## src/csd_pkg.sv

```systemverilog
// Constants, types and helpers shared by the control mode strap decoder
package csd_pkg;

   // ************************************************************
   // Register port geometry
   // ************************************************************
   localparam int ADDR_W = 4;
   localparam int DATA_W = 16;
   localparam int FSADJ_W = 8;
   localparam int COUNT_W = 8;

   // ************************************************************
   // Register offsets
   // ************************************************************
   localparam logic [ADDR_W-1:0] ADDR_STATUS = 4'h0;
   localparam logic [ADDR_W-1:0] ADDR_FSADJ_I = 4'h1;
   localparam logic [ADDR_W-1:0] ADDR_FSADJ_Q = 4'h2;
   localparam logic [ADDR_W-1:0] ADDR_MODE_CHANGES = 4'h3;

   // ************************************************************
   // Status word field positions
   // ************************************************************
   localparam int ST_EXTENDED = 0;
   localparam int ST_DIFFERENTIAL = 1;
   localparam int ST_FS_HIGH = 2;
   localparam int ST_ALT_REQUEST = 3;
   localparam int ST_CALIBRATION = 4;
   localparam int ST_CLOCK_RESET = 5;
   localparam int ST_FS_FROM_REG = 6;
   localparam int ST_WIDTH = 7;

   // ************************************************************
   // Values after reset
   // ************************************************************
   localparam logic [FSADJ_W-1:0] FSADJ_RESET = 8'h80;
   localparam logic [DATA_W-1:0] READ_IDLE = 16'h0000;
   localparam logic [COUNT_W-1:0] COUNT_RESET = 8'h00;
   // Pin-controlled, single-ended reset, mid-level shared pin
   localparam logic [4:0] PIN_SYNC_RESET = 5'h03;
   localparam logic STATUS_BIT_RESET = 1'h0;
   localparam logic FS_HIGH_RESET = 1'h1;

   // ************************************************************
   // Types
   // ************************************************************
   typedef enum logic [1:0] {
      LEVEL_LOW,
      LEVEL_MID,
      LEVEL_HIGH
   } csd_level_t;

   typedef enum logic [1:0] {
      MODE_PIN_SE,
      MODE_PIN_DIFF,
      MODE_EXT_SE,
      MODE_EXT_DIFF
   } csd_mode_t;

   // Pin-mode range from the shared pin; mid-level keeps the high range
   function automatic logic fs_high_from_level(input csd_level_t level);
      return (level != LEVEL_LOW);
   endfunction

endpackage

```

## src/csd_reg_if.sv

```systemverilog
// Carrier between the strap decoder core and its register file
`timescale 1ns/100ps
interface csd_reg_if;
   logic [csd_pkg::ADDR_W-1:0] addr;
   logic [csd_pkg::DATA_W-1:0] wdata;
   logic write;
   logic read;
   logic write_allowed;
   logic [csd_pkg::ST_WIDTH-1:0] status;
   logic [csd_pkg::COUNT_W-1:0] mode_changes;
   logic [csd_pkg::DATA_W-1:0] rdata;
   logic [csd_pkg::FSADJ_W-1:0] fsadj_i;
   logic [csd_pkg::FSADJ_W-1:0] fsadj_q;

   modport core (
      output addr, wdata, write, read, write_allowed, status, mode_changes,
      input rdata, fsadj_i, fsadj_q
   );
   modport regs (
      input addr, wdata, write, read, write_allowed, status, mode_changes,
      output rdata, fsadj_i, fsadj_q
   );
endinterface

```

## src/csd_sync.sv

```systemverilog
// Three-stage pin synchroniser that accepts a change once stages two and three agree
`timescale 1ns/100ps
module csd_sync #(
   parameter int W = 1,
   parameter logic [W-1:0] RESET_VAL = '0
) (
   // Clock and reset
   input wire logic clk_in,
   input wire logic rst_in,
   // Pins and filtered levels
   input wire logic [W-1:0] pin_in,
   output logic [W-1:0] level_out
);
   logic [W-1:0] stage1_reg;
   logic [W-1:0] stage2_reg;
   logic [W-1:0] stage3_reg;
   logic [W-1:0] level_reg;
   logic [W-1:0] disagree;
   logic [W-1:0] level_next;

   // Only stages two and three are compared; stage one may be metastable
   assign disagree = stage2_reg ^ stage3_reg;
   assign level_next = (stage3_reg & ~disagree) | (level_reg & disagree);
   assign level_out = level_reg;

   always_ff @(posedge clk_in) begin
      if (rst_in) begin
         stage1_reg <= RESET_VAL;
         stage2_reg <= RESET_VAL;
         stage3_reg <= RESET_VAL;
         level_reg <= RESET_VAL;
      end else begin
         stage1_reg <= pin_in;
         stage2_reg <= stage1_reg;
         stage3_reg <= stage2_reg;
         level_reg <= level_next;
      end
   end
endmodule

```

## src/csd_regs.sv

```systemverilog
// Register file: full-scale adjust words, status and mode change count
`timescale 1ns/100ps
module csd_regs (
   // Clock and reset
   input wire logic clk_in,
   input wire logic rst_in,
   // Core side
   csd_reg_if.regs bus
);
   logic [csd_pkg::FSADJ_W-1:0] fsadj_i_reg;
   logic [csd_pkg::FSADJ_W-1:0] fsadj_q_reg;
   logic [csd_pkg::DATA_W-1:0] rdata_reg;
   logic [csd_pkg::DATA_W-1:0] rdata_next;
   logic hit_i;
   logic hit_q;
   logic write_i;
   logic write_q;

   assign hit_i = (bus.addr == csd_pkg::ADDR_FSADJ_I);
   assign hit_q = (bus.addr == csd_pkg::ADDR_FSADJ_Q);
   // Writes outside extended mode are dropped silently
   assign write_i = bus.write & bus.write_allowed & hit_i; // see RL8
   assign write_q = bus.write & bus.write_allowed & hit_q; // see RL8

   assign rdata_next = !bus.read ? csd_pkg::READ_IDLE :
      (bus.addr == csd_pkg::ADDR_STATUS) ?
         {{(csd_pkg::DATA_W - csd_pkg::ST_WIDTH){1'b0}}, bus.status} :
      hit_i ? {{(csd_pkg::DATA_W - csd_pkg::FSADJ_W){1'b0}}, fsadj_i_reg} :
      hit_q ? {{(csd_pkg::DATA_W - csd_pkg::FSADJ_W){1'b0}}, fsadj_q_reg} :
      (bus.addr == csd_pkg::ADDR_MODE_CHANGES) ?
         {{(csd_pkg::DATA_W - csd_pkg::COUNT_W){1'b0}}, bus.mode_changes} :
      csd_pkg::READ_IDLE;

   assign bus.rdata = rdata_reg;
   assign bus.fsadj_i = fsadj_i_reg;
   assign bus.fsadj_q = fsadj_q_reg;

   always_ff @(posedge clk_in) begin
      if (rst_in) begin
         fsadj_i_reg <= csd_pkg::FSADJ_RESET;
         fsadj_q_reg <= csd_pkg::FSADJ_RESET;
         rdata_reg <= csd_pkg::READ_IDLE;
      end else begin
         rdata_reg <= rdata_next;
         if (write_i) begin
            fsadj_i_reg <= bus.wdata[csd_pkg::FSADJ_W-1:0];
         end
         if (write_q) begin
            fsadj_q_reg <= bus.wdata[csd_pkg::FSADJ_W-1:0];
         end
      end
   end
endmodule

```

## src/csd_top.sv

```systemverilog
// Control mode strap decoder: strap pin decode, mode selection and reset receiver
//
// Behaviour
// RL1: Calibration flag output is high exactly while internal calibration runs.
// RL2: Dedicated select high disables extended control; only control pins configure.
// RL3: Dedicated select low enables extended control through serial registers.
// RL4: Dedicated select overrides any extended request from the shared pin.
// RL5: Reset-style high or floating: single-ended reset, shared pin is range/enable.
// RL6: Reset-style low: differential reset, shared pin is the negative half.
// RL7: Differential reset mode ignores pin range and defaults to high range.
// RL8: Full-scale adjust registers writable only while dedicated select is low.
// RL9: Board grounds common mode output for AC coupling, otherwise DC coupling.
// RL10: Single-ended pin mode: shared pin low gives reduced range, high gives high.
// RL11: Single-ended mode: shared pin mid-level requests extended control.
// RL12: Strap inputs are synchronised before decode; outputs change on a clock edge.
`timescale 1ns/100ps
module csd_top (
   // Clock and reset
   input wire logic clk_in,
   input wire logic rst_in,

   // Strap and reset pins
   input wire logic extended_control_select_in,
   input wire logic reset_style_select_in,
   input wire logic shared_pin_above_in,
   input wire logic shared_pin_below_in,
   input wire logic output_clock_reset_pos_in,

   // Internal calibration engine
   input wire logic calibration_running_in,

   // Register port
   input wire logic [csd_pkg::ADDR_W-1:0] reg_addr_in,
   input wire logic [csd_pkg::DATA_W-1:0] reg_wdata_in,
   input wire logic reg_write_in,
   input wire logic reg_read_in,
   output logic [csd_pkg::DATA_W-1:0] reg_rdata_out,

   // Decoded control fields
   output logic calibration_active_flag_out,
   output logic extended_mode_out,
   output logic differential_reset_out,
   output logic alternate_extended_enable_out,
   output logic full_scale_range_select_out,
   output logic full_scale_from_register_out,
   output logic [csd_pkg::FSADJ_W-1:0] full_scale_adjust_i_out,
   output logic [csd_pkg::FSADJ_W-1:0] full_scale_adjust_q_out,
   output logic output_clock_reset_out
);

   // ************************************************************
   // Pin synchronisers
   // ************************************************************
   logic [4:0] pins_raw;
   logic [4:0] pins_sync;
   logic ece_level;
   logic style_level;
   logic above_level;
   logic below_level;
   logic reset_pos_level;

   // All straps share one synchroniser so a mode change lands on one edge
   assign pins_raw = {
      output_clock_reset_pos_in,
      shared_pin_below_in,
      shared_pin_above_in,
      reset_style_select_in,
      extended_control_select_in
   };

   // Reset levels read as pin mode with single-ended reset, as after power-up
   csd_sync #(
      .W(5),
      .RESET_VAL(csd_pkg::PIN_SYNC_RESET)
   ) u_pin_sync (
      .clk_in(clk_in),
      .rst_in(rst_in),
      .pin_in(pins_raw),
      .level_out(pins_sync)
   ); // see RL12

   assign ece_level = pins_sync[0];
   assign style_level = pins_sync[1];
   assign above_level = pins_sync[2];
   assign below_level = pins_sync[3];
   assign reset_pos_level = pins_sync[4];

   // ************************************************************
   // Shared pin level decode
   // ************************************************************
   // Level is registered so an illegal comparator pair never glitches the decode
   csd_pkg::csd_level_t level_reg;
   csd_pkg::csd_level_t level_next;

   // Both comparators high is impossible on a sound pin; hold the last level
   assign level_next = (above_level && !below_level) ? csd_pkg::LEVEL_HIGH :
      (below_level && !above_level) ? csd_pkg::LEVEL_LOW :
      (!above_level && !below_level) ? csd_pkg::LEVEL_MID :
      level_reg;

   // ************************************************************
   // Mode selection
   // ************************************************************
   logic single_ended;
   logic extended_next;
   logic alt_request_next;
   csd_pkg::csd_mode_t mode_reg;
   csd_pkg::csd_mode_t mode_next;

   // Floating reset-style pin is pulled high and reads as single-ended
   assign single_ended = style_level; // see RL5
   // The shared pin request is only reported; the dedicated pin decides
   assign alt_request_next = single_ended && (level_next == csd_pkg::LEVEL_MID); // see RL11
   assign extended_next = !ece_level; // see RL2 RL3 RL4

   assign mode_next = extended_next ?
      (single_ended ? csd_pkg::MODE_EXT_SE : csd_pkg::MODE_EXT_DIFF) :
      (single_ended ? csd_pkg::MODE_PIN_SE : csd_pkg::MODE_PIN_DIFF); // see RL6

   // ************************************************************
   // Full-scale range and source
   // ************************************************************
   logic mode_extended;
   logic mode_differential;
   logic fs_high_next;

   always_comb begin
      mode_extended = 1'b0;
      mode_differential = 1'b0;
      unique case (mode_next)
         csd_pkg::MODE_PIN_SE: begin
            mode_extended = 1'b0;
            mode_differential = 1'b0;
         end
         csd_pkg::MODE_PIN_DIFF: begin
            mode_extended = 1'b0;
            mode_differential = 1'b1;
         end
         csd_pkg::MODE_EXT_SE: begin
            mode_extended = 1'b1;
            mode_differential = 1'b0;
         end
         csd_pkg::MODE_EXT_DIFF: begin
            mode_extended = 1'b1;
            mode_differential = 1'b1;
         end
      endcase
   end

   // Differential mode owns the shared pin, so the range falls back to high
   assign fs_high_next = mode_differential ? csd_pkg::FS_HIGH_RESET :
      csd_pkg::fs_high_from_level(level_next); // see RL7 RL10

   // ************************************************************
   // Output clock reset receiver
   // ************************************************************
   logic clock_reset_next;
   logic diff_assert;
   logic diff_release;

   // Differential pair: pos high with neg low asserts, the reverse releases;
   // equal halves are not a valid differential state and keep the last value
   assign diff_assert = reset_pos_level && (level_next == csd_pkg::LEVEL_LOW);
   assign diff_release = !reset_pos_level && (level_next == csd_pkg::LEVEL_HIGH);
   assign clock_reset_next = !mode_differential ? reset_pos_level :
      diff_assert ? 1'b1 :
      diff_release ? 1'b0 :
      output_clock_reset_out; // see RL6

   // ************************************************************
   // Mode change counter
   // ************************************************************
   logic [csd_pkg::COUNT_W-1:0] mode_changes_reg;
   logic [csd_pkg::COUNT_W-1:0] mode_changes_next;

   // Wraps at full count; software compares two reads for activity
   assign mode_changes_next = (mode_next != mode_reg) ?
      mode_changes_reg + 8'h01 : mode_changes_reg;

   // ************************************************************
   // Register file
   // ************************************************************
   csd_reg_if reg_bus ();

   assign reg_bus.addr = reg_addr_in;
   assign reg_bus.wdata = reg_wdata_in;
   assign reg_bus.write = reg_write_in;
   assign reg_bus.read = reg_read_in;
   assign reg_bus.write_allowed = extended_mode_out; // see RL8
   assign reg_bus.mode_changes = mode_changes_reg;
   assign reg_bus.status = {
      full_scale_from_register_out,
      output_clock_reset_out,
      calibration_active_flag_out,
      alternate_extended_enable_out,
      full_scale_range_select_out,
      differential_reset_out,
      extended_mode_out
   };

   csd_regs u_regs (
      .clk_in(clk_in),
      .rst_in(rst_in),
      .bus(reg_bus.regs)
   );

   assign reg_rdata_out = reg_bus.rdata;
   assign full_scale_adjust_i_out = reg_bus.fsadj_i;
   assign full_scale_adjust_q_out = reg_bus.fsadj_q;

   // ************************************************************
   // State registers
   // ************************************************************
   always_ff @(posedge clk_in) begin
      if (rst_in) begin
         level_reg <= csd_pkg::LEVEL_MID;
      end else begin
         level_reg <= level_next;
      end
   end

   // Kept only to spot mode changes for the counter
   always_ff @(posedge clk_in) begin
      if (rst_in) begin
         mode_reg <= csd_pkg::MODE_PIN_SE;
      end else begin
         mode_reg <= mode_next;
      end
   end

   // Counts every settled change, returns to an earlier mode included
   always_ff @(posedge clk_in) begin
      if (rst_in) begin
         mode_changes_reg <= csd_pkg::COUNT_RESET;
      end else begin
         mode_changes_reg <= mode_changes_next;
      end
   end

   // ************************************************************
   // Output registers
   // ************************************************************
   // One register per output keeps each block short and every output glitch-free
   always_ff @(posedge clk_in) begin
      if (rst_in) begin
         extended_mode_out <= csd_pkg::STATUS_BIT_RESET;
      end else begin
         extended_mode_out <= mode_extended; // see RL2 RL3
      end
   end

   always_ff @(posedge clk_in) begin
      if (rst_in) begin
         differential_reset_out <= csd_pkg::STATUS_BIT_RESET;
      end else begin
         differential_reset_out <= mode_differential; // see RL5 RL6
      end
   end

   always_ff @(posedge clk_in) begin
      if (rst_in) begin
         alternate_extended_enable_out <= csd_pkg::STATUS_BIT_RESET;
      end else begin
         alternate_extended_enable_out <= alt_request_next; // see RL11
      end
   end

   always_ff @(posedge clk_in) begin
      if (rst_in) begin
         full_scale_from_register_out <= csd_pkg::STATUS_BIT_RESET;
      end else begin
         full_scale_from_register_out <= mode_extended; // see RL3
      end
   end

   always_ff @(posedge clk_in) begin
      if (rst_in) begin
         full_scale_range_select_out <= csd_pkg::FS_HIGH_RESET;
      end else begin
         full_scale_range_select_out <= fs_high_next; // see RL7 RL10
      end
   end

   always_ff @(posedge clk_in) begin
      if (rst_in) begin
         output_clock_reset_out <= csd_pkg::STATUS_BIT_RESET;
      end else begin
         output_clock_reset_out <= clock_reset_next;
      end
   end

   // Calibration engine shares this clock, so no synchroniser is needed
   always_ff @(posedge clk_in) begin
      if (rst_in) begin
         calibration_active_flag_out <= csd_pkg::STATUS_BIT_RESET;
      end else begin
         calibration_active_flag_out <= calibration_running_in; // see RL1
      end
   end

endmodule

```

## config.mk

```make
export PLATFORM = sky130hd
export DESIGN_NAME = csd_top
export DESIGN_NICKNAME = d
export VERILOG_FILES = /design/src/csd_pkg.sv /design/src/csd_reg_if.sv /design/src/csd_sync.sv /design/src/csd_regs.sv /design/src/csd_top.sv
export SDC_FILE = /design/constraint.sdc
export NUM_CORES = 1
export LEC_CHECK = 0
export ABC_CLOCK_PERIOD_IN_PS = 1650
export BUFFER_PORTS_ARGS = -buffer_cell sky130_fd_sc_hd__buf_2
export CELL_PAD_IN_SITES_DETAIL_PLACEMENT = 1
export CELL_PAD_IN_SITES_GLOBAL_PLACEMENT = 1
export CORE_AREA = 2 2 100 78
export DETAILED_ROUTE_END_ITERATION = 10
export DIE_AREA = 0 0 102 80
export GPL_ROUTABILITY_DRIVEN = 0
export HOLD_SLACK_MARGIN = 0.03
export PLACE_DENSITY_LB_ADDON = 0.1
export SETUP_SLACK_MARGIN = 0.05
export SLEW_MARGIN = 20
export SYNTH_ARGS = -nofsm -noshare
export SYNTH_HDL_FRONTEND = slang
export SYNTH_SLANG_ARGS = --single-unit
```

## constraint.sdc

```tcl
create_clock -name clk_in -period 1.65 [get_ports clk_in]
set_clock_uncertainty 0.2 [all_clocks]
set_input_delay 0.33 -clock clk_in [delete_from_list [all_inputs] [get_ports clk_in]]
set_output_delay 0.33 -clock clk_in [all_outputs]
set_load 0.02 [all_outputs]
```

==> key figures <==
Status
  • Status: finished, final reports clean

Synth
  • Netlist cell types: 47
  • Synth warn: 0
  • Register area share after synthesis: 51.0%
  • FF+latch count, synth: 62
  • Avg Inst Size Synth: 9.94 µm²
  • Synth Instances: 245
  • Post-Syn Area: 2430 µm²

Drt
  • Vias: 1971
  • Routed WL: 6080 µm
  • DR top layer: met4
  • Antenna viol nets, final: 0
  • Vias per Instance: 4.52
  • Met1 WL: 3090 µm
  • Residual DRC count: 0
  • WL/cell: 13.9 µm
  • Total iterations of the first detailed-routing run: 4
  • Metal2 WL: 2600 µm
  • Initial DRC count: 40
  • Met3 wire length: 312 µm

Clocking
  • CTS Root Buffer Type: clkbuf_8
  • CTS max path bufs: 2
  • Clock latency on the worst-skew pair: 0.35 ns
  • H-tree Lvls: 3
  • Worst-path clk slew: 0.08 ns
  • Num Clock Sinks: 62
  • CTS tree: done
  • CTS Buf Count: 9

Setup path
  • Worst Setup Path Type: register to register
  • Startpoint types: register
  • CP max FO: 5
  • Internal reg-to-reg setup slack: 0.12 ns
  • R2R Path End: mode_changes_reg[7]
  • Critical Path AT: 1.61 ns
  • Crit end category: register
  • R2R depth: 4
  • Req. time, crit path: 1.73 ns

Cells and area
  • Share of layout cells above drive strength 1: 33.7%
  • # diodes: 0
  • Commonest non-fill, non-tap cells in the layout: 56 x dfxtp_1, 52 x buf_2, 37 x nor2_1
  • Syn-to-layout area delta: 33.9%
  • Commonest non-fill, non-tap cell in the layout: dfxtp_1
  • Final net count: 361
  • Layout Cells excl Fill: 436
  • Post-route cell area: 3260 µm²

Power and ir drop
  • Peak supply drop: 436 µV
  • Leakage: 1.44 nW
  • Total power draw: 0.00318 W
  • Pwr/cell area: 974 nW/µm²

Die
  • Boundary pin count: 69
  • Die height: 80 µm
  • Full die area: 8160 µm²
  • Core Area: 7160 µm²
  • Initial Util: 34.0%
  • Row count: 27
  • Die X: 102 µm

STA
  • RSZ-0062 raised after global routing: no
  • Count of pins over their slew limit: 0
  • Setup TNS: 0 ns
  • Min Tclk post-route: 1.53 ns
  • Final setup violating endpoints: 0
  • Fmax: 654 MHz
  • Final worst path period share: 92.7%
  • Final Hold Viols: 0

Run
  • Max cap viols: 0

Min path
  • Hold path cells: 3
  • Hold Path Class: primary input to register
  • Min-delay src: reg_wdata_in[0]
  • Hold Path End: u_regs.bus.fsadj_q[0]

Placement
  • Placed cells: 407
  • I/O Buffers: 52
  • Dpl cell area: 2900 µm²
  • Post-detail-place hpwl: 4280 µm

GRT
  • Vias in the first global route: 1912
  • First-pass GRT wire length: 9810 µm
  • Largest net degree at the start of global routing: 43
  • Total Routing Usage GR: 16.1%
  • Initial antenna violation count: 0
  • Total gr overflow: 0
==> repair_timing <==
action,4_1_cts,5_1_grt
gates resized for setup,0,6
setup buffers,0,2
endpoints found under the hold margin,13,0
endpoints found under the setup margin,0,3
hold buffers,11,0
==> metal layers <==
layer  vias up  track usage [%]
met2        47             22.7
li1        999                -
met3         5             6.13
met1       920             22.6
met4         0             5.20
met5         -                0
==> power breakdown <==
group	switching [W]	internal, W
logic	0.0000962	0.0000828
clock network	0.000661	0.000813
registers	0.00000874	0.00151
==> synthesized netlist by cell type (all sizes together) <==
master   number  share of area [%]
a2111oi       2               0.72
a211o         3                1.1
a211oi        1               0.31
a21oi        10                2.1
a22oi         2               0.62
a31oi         2               0.51
and2          1               0.26
and2b         1               0.31
and3b         1               0.36
and4          2               0.72
buf          12                3.8
clkbuf        7                1.1
conb          1               0.15
dfxtp        62                 51
ha            1               0.51
inv           5               0.77
mux2          2               0.92
mux2i        22                9.0
nand2         8                1.2
nand2b        3               0.77
nand3         4               0.82
nand3b        1               0.31
nand4         2               0.77
nor2         38                6.0
nor2b        11                2.8
nor3          2               0.87
o2111ai       1               0.36
o211ai        3               0.92
o21ai         9                1.8
o21bai        2               0.62
o22a          3                1.1
o22ai         2               0.51
o31ai         1               0.31
or2           7                1.9
or3           3               0.82
or4           1               0.31
xnor2         3                2.2
xor2          4                1.4
==> critical path, cell delays in order (launching register included) <==
cell and delay, ns:
dfxtp_2 0.35, xnor2_2 0.19, nor2_2 0.09, or4_1 0.47, a21oi_1 0.16
==> how the worst max path moves through the flow <==
stage	end	slack, ns
finish	mode_changes_reg[7]	0.12
global route	mode_changes_reg[4]	0.04
CTS	mode_changes_reg[7]	0.06
detailed placement	u_regs.bus.fsadj_i[7]	0.01
global placement	u_regs.bus.fsadj_i[7]	0.02
floorplan	u_regs.bus.fsadj_q[7]	0.06
==> logic make-up (layout without fill, tap and decap cells) <==
family	after synthesis	in the layout	share of synthesized area, %
xor gates and xnor gates	7	7	3.60
adders and majority gates	1	1	0.514
buffers and inverters	24	107	5.60
AOI/OAI and AO/OA	41	41	10.9
and+or+nand+nor	85	85	18.2
other	1	8	0.154
DFF	62	62	51.0
muxes	24	24	9.97
==> through the flow <==
| stage | hold slack (ns) | utilization (%) | setup slack [ns] |
|---|---|---|---|
| final | 0.0493 | 45.5 | 0.120 |
| after CTS | 0.0390 | 45.2 | 0.0561 |
| after global placement | 0.194 | 40.5 | 0.0245 |
| after floorplan | 0.189 | - | 0.0567 |
| after detailed placement | 0.199 | 40.5 | 0.0144 |
| after global routing | 0.0460 | 45.5 | 0.0433 |
==> final cells by class <==
type | count | area (µm²)
fill | 862 | 3900
sequential | 62 | 1250
multi-input combinational | 166 | 1090
timing repair buffer | 86 | 556
clock buffer | 10 | 149
tap | 101 | 126
clock inverter | 6 | 72.6
inverter | 5 | 18.8
Power figures use the tool's default switching activity.
